--- config.mk ---
export PLATFORM = sky130hd
export DESIGN_NAME = ebtc_top
export DESIGN_NICKNAME = d
export VERILOG_FILES = /design/src/hdl/ebtc_pkg.sv /design/src/hdl/ebtc_prescaler.sv /design/src/hdl/ebtc_top.sv
export VERILOG_INCLUDE_DIRS = /design/src /design/src/hdl
export SDC_FILE = /design/constraint.sdc
export NUM_CORES = 1
export LEC_CHECK = 0
export BUFFER_PORTS_ARGS = -buffer_cell sky130_fd_sc_hd__buf_2
export CAP_MARGIN = 20
export CORE_MARGIN = 1.5
export CORE_UTILIZATION = 40
export DETAILED_ROUTE_END_ITERATION = 16
export PLACE_DENSITY_LB_ADDON = 0.1
export SLEW_MARGIN = 30
export SYNTH_ARGS = -nofsm -noshare
export SYNTH_HDL_FRONTEND = slang
export SYNTH_SLANG_ARGS = --single-unit
--- constraint.sdc ---
create_clock -name pclk -period 6 [get_ports pclk]
set_input_delay 0.3 -clock pclk [delete_from_list [all_inputs] [get_ports pclk]]
set_output_delay 0.3 -clock pclk [all_outputs]
set_load 0.05 [all_outputs]
--- src/hdl/ebtc_map.svh ---
`ifndef EBTC_MAP_SVH
`define EBTC_MAP_SVH

// ----------------------------------------------------------------
// register offsets (byte addresses on the apb bus)
// ----------------------------------------------------------------
`define EBTC_CNT_OFF 8'h00
`define EBTC_CTL_OFF 8'h04
`define EBTC_ICR_OFF 8'h08

// ----------------------------------------------------------------
// field positions
// ----------------------------------------------------------------
`define EBTC_CTL_CS_BIT 5
`define EBTC_CTL_SE_BIT 4
`define EBTC_CTL_PSA_BIT 3
`define EBTC_CTL_PS_MSB 2
`define EBTC_ICR_GIE_BIT 7
`define EBTC_ICR_OIE_BIT 5
`define EBTC_ICR_FLAG_BIT 2

// ----------------------------------------------------------------
// reset values, widths and counts
// ----------------------------------------------------------------
`define EBTC_CTL_RST 8'h3F
`define EBTC_ICR_RST 8'h00
`define EBTC_CNT_RST 8'h00
`define EBTC_CNT_MAX 8'hFF
`define EBTC_INHIBIT_CYC 2'h2
`define EBTC_PRE_W 8

`endif

--- src/hdl/ebtc_pkg.sv ---
`include "ebtc_map.svh"

package ebtc_pkg;

  // ----------------------------------------------------------------
  // state of the counter block
  // ----------------------------------------------------------------
  typedef struct packed {
    logic [7:0] count;
    logic [1:0] inhibit;
    logic cs;
    logic se;
    logic psa;
    logic [2:0] ps;
    logic global_irq_enable;
    logic oie;
    logic flag;
    logic pin_q;
    logic [31:0] rdata;
  } ebtc_state_t;

  // ----------------------------------------------------------------
  // state of the shared prescaler
  // ----------------------------------------------------------------
  typedef struct packed {
    logic [`EBTC_PRE_W-1:0] cnt;
  } ebtc_pre_state_t;

endpackage

--- src/hdl/ebtc_prescaler.sv ---
`include "ebtc_map.svh"

module ebtc_prescaler
  import ebtc_pkg::*;
(
  // clock and reset
  input wire logic pclk,
  input wire logic presetn,
  // tick path
  input wire logic tick_in,
  input wire logic clear,
  input wire logic [3:0] shift,
  output logic tick_out
);

  ebtc_pre_state_t st_q;
  ebtc_pre_state_t st_d;
  logic [`EBTC_PRE_W-1:0] mask;

  // low bits that must all be ones for a divided tick
  function automatic logic [`EBTC_PRE_W-1:0] ratio_mask(
    input logic [3:0] sh);
    logic [`EBTC_PRE_W:0] m;
    m = ({{`EBTC_PRE_W{1'b0}}, 1'b1} << sh) - {{`EBTC_PRE_W{1'b0}}, 1'b1};
    return m[`EBTC_PRE_W-1:0];
  endfunction

  // shift of zero gives a mask of zero, so ticks pass straight through
  always_comb begin
    mask = ratio_mask(shift);
    tick_out = tick_in && ((st_q.cnt & mask) == mask);
    st_d = st_q;
    if (clear) begin
      st_d.cnt = '0;
    end else if (tick_in) begin
      st_d.cnt = st_q.cnt + {{(`EBTC_PRE_W-1){1'b0}}, 1'b1};
    end
  end

  // internal count is never visible to software
  always_ff @(posedge pclk or negedge presetn) begin
    if (!presetn) begin
      st_q <= '0;
    end else begin
      st_q <= st_d;
    end
  end
endmodule

--- src/hdl/ebtc_top.sv ---
// What this block does
// - timer mode counts every instruction cycle when the prescaler serves the watchdog
// - count write blocks increments two cycles
// - counter mode counts external pin edges
// - edge select: clear rising, set falling
// - one prescaler, counter or watchdog, hidden
// - wrap from ff to 00 sets flag
// - overflow enable clear masks the request
// - no counting while asleep
// - flag sets regardless of enable bits
// - global enable gates every request

`include "ebtc_map.svh"

module ebtc_top
  import ebtc_pkg::*;
(
  // clock and reset
  input wire logic pclk,
  input wire logic presetn,
  // apb slave
  input wire logic psel,
  input wire logic penable,
  input wire logic pwrite,
  input wire logic [7:0] paddr,
  input wire logic [31:0] pwdata,
  output logic [31:0] prdata,
  output logic pready,
  output logic pslverr,
  // count source and power state
  input wire logic external_count_pin,
  input wire logic sleep_mode,
  // watchdog side of the shared prescaler
  input wire logic watchdog_raw_tick,
  output logic watchdog_scaled_tick,
  // request towards the processor
  output logic irq_req
);

  // ----------------------------------------------------------------
  // reset image of the state
  // ----------------------------------------------------------------
  localparam logic [7:0] CTL_RST = `EBTC_CTL_RST;
  localparam logic [7:0] ICR_RST = `EBTC_ICR_RST;

  ebtc_state_t st_q;
  ebtc_state_t st_d;
  logic wr_acc;
  logic rd_setup;
  logic wr_cnt;
  logic wr_ctl;
  logic wr_icr;
  logic src_edge;
  logic timer_src;
  logic pre_in;
  logic pre_out;
  logic pre_clear;
  logic [3:0] pre_shift;
  logic timer_tick;
  logic cnt_tick;
  logic ovf;
  logic [31:0] rd_val;

  // address decode for the error answer; the read mux decodes with its own case
  function automatic logic is_mapped(input logic [7:0] a);
    return (a == `EBTC_CNT_OFF) || (a == `EBTC_CTL_OFF) ||
           (a == `EBTC_ICR_OFF);
  endfunction

  // ----------------------------------------------------------------
  // bus decode
  // ----------------------------------------------------------------
  // zero wait states: a write lands on the access edge
  assign wr_acc = psel && penable && pwrite;
  assign rd_setup = psel && !penable && !pwrite;
  assign wr_cnt = wr_acc && (paddr == `EBTC_CNT_OFF);
  assign wr_ctl = wr_acc && (paddr == `EBTC_CTL_OFF);
  assign wr_icr = wr_acc && (paddr == `EBTC_ICR_OFF);

  // ----------------------------------------------------------------
  // count source selection
  // ----------------------------------------------------------------
  // edge polarity
  assign src_edge = st_q.se ? (st_q.pin_q && !external_count_pin)
                            : (!st_q.pin_q && external_count_pin);

  assign timer_src = (st_q.cs ? src_edge : 1'b1) && !sleep_mode;

  // prescaler steering
  // the timer ratio starts at two, the watchdog ratio at one
  assign pre_in = st_q.psa ? watchdog_raw_tick : timer_src;
  assign pre_shift = st_q.psa ? {1'b0, st_q.ps}
                              : ({1'b0, st_q.ps} + 4'h1);
  // a count write restarts the prescaler when it serves the counter
  assign pre_clear = wr_cnt && !st_q.psa;

  ebtc_prescaler u_pre (
    .pclk(pclk),
    .presetn(presetn),
    .tick_in(pre_in),
    .clear(pre_clear),
    .shift(pre_shift),
    .tick_out(pre_out)
  );

  // the party without the prescaler sees its raw ticks
  assign timer_tick = st_q.psa ? timer_src : pre_out;
  assign watchdog_scaled_tick = st_q.psa ? pre_out : watchdog_raw_tick;

  assign cnt_tick = timer_tick && (st_q.inhibit == 2'h0);
  assign ovf = cnt_tick && (st_q.count == `EBTC_CNT_MAX);

  // ----------------------------------------------------------------
  // read mux
  // ----------------------------------------------------------------
  // count, control and interrupt readback
  always_comb begin
    rd_val = 32'h0000_0000;
    case (paddr)
      `EBTC_CNT_OFF: rd_val[7:0] = st_q.count;
      `EBTC_CTL_OFF: begin
        rd_val[`EBTC_CTL_CS_BIT] = st_q.cs;
        rd_val[`EBTC_CTL_SE_BIT] = st_q.se;
        rd_val[`EBTC_CTL_PSA_BIT] = st_q.psa;
        rd_val[`EBTC_CTL_PS_MSB:0] = st_q.ps;
      end
      `EBTC_ICR_OFF: begin
        rd_val[`EBTC_ICR_GIE_BIT] = st_q.global_irq_enable;
        rd_val[`EBTC_ICR_OIE_BIT] = st_q.oie;
        rd_val[`EBTC_ICR_FLAG_BIT] = st_q.flag;
      end
      default: rd_val = 32'h0000_0000;
    endcase
  end

  // ----------------------------------------------------------------
  // next state
  // ----------------------------------------------------------------
  always_comb begin
    st_d = st_q;
    st_d.pin_q = external_count_pin;
    if (st_q.inhibit != 2'h0) begin
      st_d.inhibit = st_q.inhibit - 2'h1;
    end
    if (cnt_tick) begin
      st_d.count = st_q.count + 8'h01;
    end
    if (wr_cnt) begin
      st_d.count = pwdata[7:0];
      st_d.inhibit = `EBTC_INHIBIT_CYC;
    end
    if (wr_ctl) begin
      st_d.cs = pwdata[`EBTC_CTL_CS_BIT];
      st_d.se = pwdata[`EBTC_CTL_SE_BIT];
      st_d.psa = pwdata[`EBTC_CTL_PSA_BIT];
      st_d.ps = pwdata[`EBTC_CTL_PS_MSB:0];
    end
    if (wr_icr) begin
      st_d.global_irq_enable = pwdata[`EBTC_ICR_GIE_BIT];
      st_d.oie = pwdata[`EBTC_ICR_OIE_BIT];
      st_d.flag = pwdata[`EBTC_ICR_FLAG_BIT];
    end
    // set ignores enables
    // placed last so a same-cycle software clear cannot lose the event
    if (ovf) begin
      st_d.flag = 1'b1;
    end
    // read data captured in setup, held through the access cycle
    if (rd_setup) begin
      st_d.rdata = rd_val;
    end
  end

  // state register
  always_ff @(posedge pclk or negedge presetn) begin
    if (!presetn) begin
      st_q <= '{
        count: `EBTC_CNT_RST,
        inhibit: 2'h0,
        cs: CTL_RST[`EBTC_CTL_CS_BIT],
        se: CTL_RST[`EBTC_CTL_SE_BIT],
        psa: CTL_RST[`EBTC_CTL_PSA_BIT],
        ps: CTL_RST[`EBTC_CTL_PS_MSB:0],
        global_irq_enable: ICR_RST[`EBTC_ICR_GIE_BIT],
        oie: ICR_RST[`EBTC_ICR_OIE_BIT],
        flag: ICR_RST[`EBTC_ICR_FLAG_BIT],
        pin_q: 1'b0,
        rdata: 32'h0000_0000
      };
    end else begin
      st_q <= st_d;
    end
  end

  // ----------------------------------------------------------------
  // outputs
  // ----------------------------------------------------------------
  assign prdata = st_q.rdata;
  assign pready = 1'b1;
  assign pslverr = psel && penable && !is_mapped(paddr);
  // the flag stays until software writes it back to zero
  assign irq_req = st_q.global_irq_enable && st_q.oie && st_q.flag;
endmodule

==> flow_results.org, run 1 <==
** STA
- The total count of max-transition violations in the final report is 0.
- Across the routed clock network, the largest skew measured is 11.1 ps.
- Worst Tran Pin Value :: 795 ps
- Hold violation count in the final report :: 0
- Setup TNS Final :: 0 ps
- RSZ-0062 raised after global routing :: no
- The worst pin sits at a relative slew slack of 0.470.
- The routed design could run at a clock period as short as 3610 ps.
- Tcrit/Tclk final :: 0.601
- Setup violations remaining at the end of the flow were counted as 0.
- Maximum frequency from static timing analysis :: 277 MHz

** Drt
- Detail Route Antenna Nets :: 0
- Routed vias :: 1,826
- The final layout contains routed wiring with a total length of 4890 um.
- Routed wire per std cell :: 13.2 um
- Post-route DRC violation count :: 0
- Vias per cell :: 4.92
- DRT Pass-1 Iters :: 4
- The detailed router finished its first iteration with 62 violations.

** Global routing
- The number of antenna violations at the first check in global routing is 0.
- Wire length of the first global-routing pass :: 7980 um
- For this run the aggregate overflow at the end of global routing stands at 0.
- Largest net degree at the start of global routing :: 37
- The number of global-route vias before repair was 1,667.
- GR Util All Layers :: 0.159

** Final layout
- Once layout is complete, the cells apart from fillers number 371.
- FILL cells :: 624
- Once layout is complete, the utilization of the core stands at 0.438.
- The net count of the finished layout is 348.
- 0 antenna diodes ended up in the layout.
- Relative to the synthesized area, the layout overhead comes to 6.41%.
- Ratio of cells with drive above 1 in the final layout :: 0.209

** Synth
- Synthesis handed over a netlist of 273 instances.
- For this run, the register share of the synthesized area comes to 0.375.
- Synth Area per Inst :: 8.87 sq um
- Most common library cells after synthesis :: buf_4, nand2_1, dfrtp_1
- Cell type contributing the most total cell area after synthesis :: dfrtp_1
- The most used flip-flop cell after synthesis is dfrtp_1.
- After synthesis, the cell types taking the most area are dfrtp_1, buf_4, dfstp_2.
- After synthesis the cells add up to 2420 sq um.
- Share of Yosys cell area claimed by the top area cell type :: 0.310
- Counting flops with an async set or reset pin after synthesis yields a share of 1.00.
- Yosys mapped a number of flops with a built-in enable equal to 0.
- #FFs+latches synth :: 36
- Count of yosys warnings during synthesis :: 0
- Number of distinct library cell variants in the gate-level netlist after synthesis :: 50

** Critical path
- Data arrival at the endpoint of the critical path :: 3310 ps
- R2r startpoint :: st_q[36]
- STA classifies the critical path startpoint as a register.
- The critical path ends at watchdog_scaled_tick.
- The critical path is of the register to output pin type.
- STA puts the critical path data required time at 5700 ps.
- In this run the worst path has a maximum fanout of 12.
- Worst Setup End Kind :: output pin
- Endpoint of the worst-slack reg-to-reg timing path :: st_q[49]
- Reg2Reg Depth :: 14
- In this run the worst setup path begins at st_q[36].
- Worst R2R Setup Slack :: 2810 ps

** Clock network
- # Post-CTS Setup Buffers :: 0
- For the worst-skew pair, the clock arrives at the later sink with an insertion delay of 290 ps.
- Clock slew at reported path FFs :: 70 ps
- Once the clock tree was built, the resizer swapped 0 gates to a different size.
- Number of buffers on the longest clock path :: 2
- CTS saw 36 sinks.
- Buffers inserted during clock tree synthesis total 5.
- The number of hold buffers added after CTS was 0.
- TritonCTS built the clock tree.
- Clock tree root buffer cell :: clkbuf_8
- Total number of H-tree levels :: 2

** Pwr
- Of the total power, combinational logic draws 0.307.
- Of the total power, the share spent switching nets is 0.386.
- Clk network pwr share :: 0.228
- Sw power :: 0.286 mW
- Share of total power in sequential cells :: 0.465
- P_leak :: 1.20 nW
- Worst supply voltage drop on vdd :: 0.149 mV
- Cell area power density :: 288 nW/um^2
- Internal power :: 0.455 mW

** Floorplan
- The floorplan step set the die height to 80.8 um.
- The floorplan has 28 rows.
- In this run the horizontal extent of the chip is 80.8 um.
- Area enclosed by the die boundary :: 6530 sq um
- Initial cell density of the core :: 0.411
- Number of primary I/O pins :: 84
- The floorplan step defined a core boundary enclosing 5890 sq um.

** Place
- Routability-driven placement finished with a final weighted congestion of 0.831.
- Including well taps, the total number of placed cells is 363.
- Number of buffer cells added on primary ports :: 34
- Detailed placement ended at an HPWL of 3740 um.

** Run
- Number of max-capacitance violations reported :: 0

** Worst hold path
- Min-delay worst type :: input pin to async pin

** Run status
- The run finished with clean final reports.
## flip-flops by register name, indices dropped and copies added (netlist names)
register and flops:
u_pre.st_q 8, st_q 20, prdata 8
## layout by cell type (no fill, tap or decap), drive strengths merged, types with 4 or more instances in the layout
cell / n
ha: 5
o21ai: 16
mux2: 8
dfrtp: 30
nand2: 34
buf: 35
nand2b: 6
conb: 25
nand3: 6
inv: 5
a221oi: 4
nor2: 27
mux2i: 8
xor2: 12
dfstp: 6
a21oi: 6
clkbuf: 5
and3: 6
nand4: 4
## final cells by class
cell class | count | area (sq um) | area share
inverter | 5 | 18.8 | 0.00729
clock buffer | 5 | 68.8 | 0.0267
sequential | 36 | 908 | 0.353
timing repair buffer | 35 | 178 | 0.0690
tap | 75 | 93.8 | 0.0364
clock inverter | 3 | 18.8 | 0.00729
multi-input combinational | 212 | 1290 | 0.501
## layer usage
metal	wire, um	up-vias	GRT usage	share of wire
met5	0	-	0	0
met1	2460	841	0.223	0.50
met2	2160	43	0.242	0.44
met4	58	0	0.0466	0.012
li1	-	935	-	-
met3	210	7	0.0382	0.043
## kinds of logic after synthesis
logic type / share of synthesized area
AO/OA/AOI/OAI: 0.137
XOR/XNOR: 0.0506
adder cells (fa/ha/maj): 0.0258
buffers and inverters: 0.128
flip-flops: 0.375
multiplexers: 0.0703
other: 0.00310
AND/OR/NAND/NOR: 0.210
## stage by stage
step | hold WS, ps | area, sq um | worst slack (ps) | power (mW)
3_3_place_gp | 436 | 2490 | 2690 | 0.571
2_1_floorplan | 4.41 | 2510 | 3110 | 0.539
4_1_cts | 125 | 2580 | 2390 | 0.751
5_1_grt | 124 | 2580 | 2170 | 0.798
6_report | 95.8 | 2580 | 2390 | 0.741
3_5_place_dp | 438 | 2490 | 2720 | 0.578
## worst max-delay path, stage by stage, from the launching register on
cell      delay [ps]
dfstp_2          650
ha_1             280
nand2b_1         140
nand2_1           80
nor4_1            40
a31oi_1          160
ha_1             240
o211ai_1         110
a41oi_1          270
mux2i_1          250
o211ai_2         160
o21ai_0          240
and2_1           150
buf_2            250
## worst min path at each step
stage,startpoint,end,depth (start not counted)
2_1_floorplan,presetn,prdata[0],0
3_3_place_gp,external_count_pin,st_q[32],1
3_5_place_dp,presetn,prdata[5],1
4_1_cts,presetn,prdata[5],1
5_1_grt,external_count_pin,st_q[32],1
6_report,presetn,prdata[5],1
## power groups by stage
| stage | Sequential [mW] | Combinational, mW | Clock (mW) |
|---|---|---|---|
| 2_1_floorplan | 0.332 | 0.207 | 0 |
| 3_3_place_gp | 0.348 | 0.224 | 0 |
| 6_report | 0.344 | 0.228 | 0.169 |
| 4_1_cts | 0.344 | 0.231 | 0.176 |
| 3_5_place_dp | 0.349 | 0.229 | 0 |
| 5_1_grt | 0.352 | 0.257 | 0.189 |
(Power assumes the default switching activity.)
==> inputs of run 2 (changes only) <==
==> constraint.sdc (replaced) <==
create_clock -name pclk -period 3.4 [get_ports pclk]
set_input_delay 0.17 -clock pclk [delete_from_list [all_inputs] [get_ports pclk]]
set_output_delay 0.17 -clock pclk [all_outputs]
set_load 0.05 [all_outputs]
==> flow_results.org, run 2 (synthesis gave the netlist of run 1 again) <==
** Run status
- The run finished with clean final reports.

** Clock network
- The clock transition at the register clock pins on the worst setup and hold paths after CTS is 70 ps (about the same).
- Clk sink count :: 36 (unchanged)
- The clock network latency to the later pin of the worst-skew pair is 290 ps (about the same).
- TritonCTS built the clock tree.
- The maximum root-to-sink buffer count came to 2 (unchanged).
- Total number of H-tree levels :: 2 (unchanged)
- Number of buffers created by CTS :: 5 (unchanged)
- In this run the clock root is driven by a clkbuf_8.

** STA
- RSZ-0062 raised after global routing :: no
- Worst Tran Pin Value :: 802 ps (+6.74 ps)
- The final number of hold-violating endpoints came to 0 (unchanged).
- The clock tree skew after final layout came to 6.82 ps (-4.25 ps).
- Maximum frequency from static timing analysis :: 321 MHz
- The setup total negative slack was 0 ps (unchanged).
- The final number of setup-violating endpoints is 0 (unchanged).
- The worst path in the final design needs a cycle of 3120 ps, including I/O delays and setup.
- In the finished design, the share of the clock period the worst path needs comes to 0.916.
- Final Max Slew Viols :: 0 (unchanged)
- Relative max-transition margin :: 0.465 (-0.00450)

** Global routing
- Antenna violations before repair :: 0 (unchanged)
- Global-route congestion overflow total :: 0 (unchanged)
- The aggregate global-route resource usage is 0.171 (+0.0125).
- The largest net degree at the start of global routing was 37 (unchanged).
- Wire length of the first global-routing pass :: 8430 um (+5.7%)
- The number of global-route vias before repair came to 1,697 (+1.8%).

** Drt
- The first-pass detailed-route iteration total came to 4 (unchanged).
- The post-detailed-route count of antenna-violating nets is 0 (unchanged).
- DRT Wirelength :: 5000 um (+2.3%)
- Post-route DRC violation count :: 0 (unchanged)
- DRC marker count from the first detailed-route iteration :: 95 (+53%)
- Vias per cell :: 4.98 (+1.2%)
- Routed wire per std cell :: 13.2 um (+0.42%)
- Routed vias :: 1,882 (+3.1%)

** Place
- The global placement routability congestion was 0.821 (-1.3%).
- Number of buffer cells added on primary ports :: 34 (unchanged)
- The count of placed standard cells including taps was 367 (+1.1%).
- The total half-perimeter wirelength after legalization and detailed placement came to 3700 um (-1.2%).

** Critical path
- The critical path starts at st_q[37].
- Critical path class :: register to output pin
- CP required :: 3230 ps (-2470 ps)
- The number of buffer and inverter stages on the critical path came to 1 (unchanged).
- Maximum single-stage delay on the critical path :: 580 ps (-70 ps)
- Ordered cell list for the critical path :: ha_2 -> nand2b_1 -> nand2_1 -> nor4_1 -> a31oi_1 -> ha_2 -> o211ai_1 -> a41oi_2 -> mux2i_1 -> o211ai_2 -> o21ai_2 -> and2_1 -> buf_4
- Worst path slowest cell :: dfstp_2
- Startpoint types :: register
- In this design, the critical path's most frequently occurring cell is ha_2.
- R2r startpoint :: st_q[37]
- STA classifies the critical path endpoint as an output pin.
- The arrival time of data at the critical path endpoint is 2950 ps (-360 ps).
- The highest fanout seen on the critical path came to 7 (-5).
- Crit path max-delay family :: compound AO/OA/AOI/OAI gates

** Final layout
- The fraction of final layout cells with drive strength greater than 1 came to 0.234 (+0.0249).
- Number of flip-flops under the largest register name :: 20 (unchanged)
- The number of antenna cells inserted came to 0 (unchanged).
- Register containing the most flip-flops in the final layout :: st_q
- The final layout net count was 355 (+2.0%).
- Area growth from synthesis to layout :: 11.2%
- In the layout the commonest cells are nand2_1, buf_2, dfrtp_1, nor2_1, conb_1.
- Final cell count without fillers :: 378 (+1.9%)
- Leading cell type in the layout, fill and taps excluded :: nand2_1

** Floorplan
- The vertical die dimension came to 80.8 um (unchanged).
- Die X :: 80.8 um (unchanged)
- The total die area is 6530 sq um (unchanged).
- The number of cell rows came to 28 (unchanged).
- Initial cell density of the core :: 0.411 (unchanged)
- Core region area :: 5890 sq um (unchanged)
- Number of primary I/O pins :: 84 (unchanged)

** Run
- Number of max-capacitance violations reported :: 0 (unchanged)

** Worst hold path
- Min-delay worst type :: input pin to register
- Worst hold start :: pwdata[7]

** Pwr
- The total leakage power came to 1.25 nW (+4.1%).
- The maximum VDD drop was 0.297 mV (+99%).
- Cell area power density :: 531 nW/um^2 (+85%)
-- run 2: cell types whose count changed in the layout (fill, tap and decap cells not counted), sizes merged --
cell         delta
buf             +5
bufinv          +1
clkbuf          +2
clkinv          -3
dlygate4sd3     +2
-- run 2: final cells by class --
cell class / count / area, sq um
Multi-Input combinational cell: 212 / 1310
Clock inverter: 1 / 30.0
Timing Repair Buffer: 42 / 238
Tap cell: 75 / 93.8
Inverter: 5 / 18.8
Sequential cell: 36 / 908
Clock buffer: 7 / 96.3
Fill cell: 600 / 3190
-- run 2: per-stage QoR --
step	total power [mW]	setup WS, ps	cell area (sq um)	utilization	hold WS, ps
2_1_floorplan	0.951	635	2510	-	-126
3_3_place_gp	1.01	326	2520	0.428	305
3_5_place_dp	1.02	353	2520	0.428	308
4_1_cts	1.44	32.0	2670	0.453	92.1
5_1_grt	1.54	11.0	2690	0.457	107
6_report	1.43	285	2690	0.457	99.0
-- run 2: final timing paths --
path,slack (ps),depth (start not counted),end
worst max register to register,460,14,st_q[49]
worst min-delay path,100,3,st_q[51]
worst max-delay path,280,13,watchdog_scaled_tick
min in group asynchronous,510,2,prdata[5]
max in group asynchronous,2370,2,st_q[43]
worst min register to register,470,2,prdata[6]
-- run 2: repair_timing --
| item | in CTS | in global routing |
|---|---|---|
| setup buffers | 0 | 1 |
| endpoints found under the hold margin | 2 | 0 |
| hold buffers | 2 | 0 |
| resized for setup | 0 | 8 |
| endpoints found under the setup margin | 0 | 1 |
-- run 2: worst min-delay path: cells and delay by family --
family | cells | cell delay (ps)
AOI/OAI and AO/OA | 1 | 60
and+or+nand+nor | 1 | 40
buffers and inverters | 1 | 90
-- run 2: power by group --
group | switching [mW] | internal [mW] | total (mW) | leakage [nW]
logic | 0.258 | 0.151 | 0.409 | 0.736
clock network | 0.157 | 0.259 | 0.416 | 0.0645
registers | 0.0914 | 0.514 | 0.605 | 0.448
total | 0.506 | 0.924 | 1.43 | 1.25
-- run 2: routing by layer --
metal  track usage  vias to the layer above  wire length, um
met5             0                        -                0
met3        0.0360                        8              220
met2         0.254                       49             2250
li1              -                      953                -
met4        0.0586                        0               65
met1         0.246                      872             2470
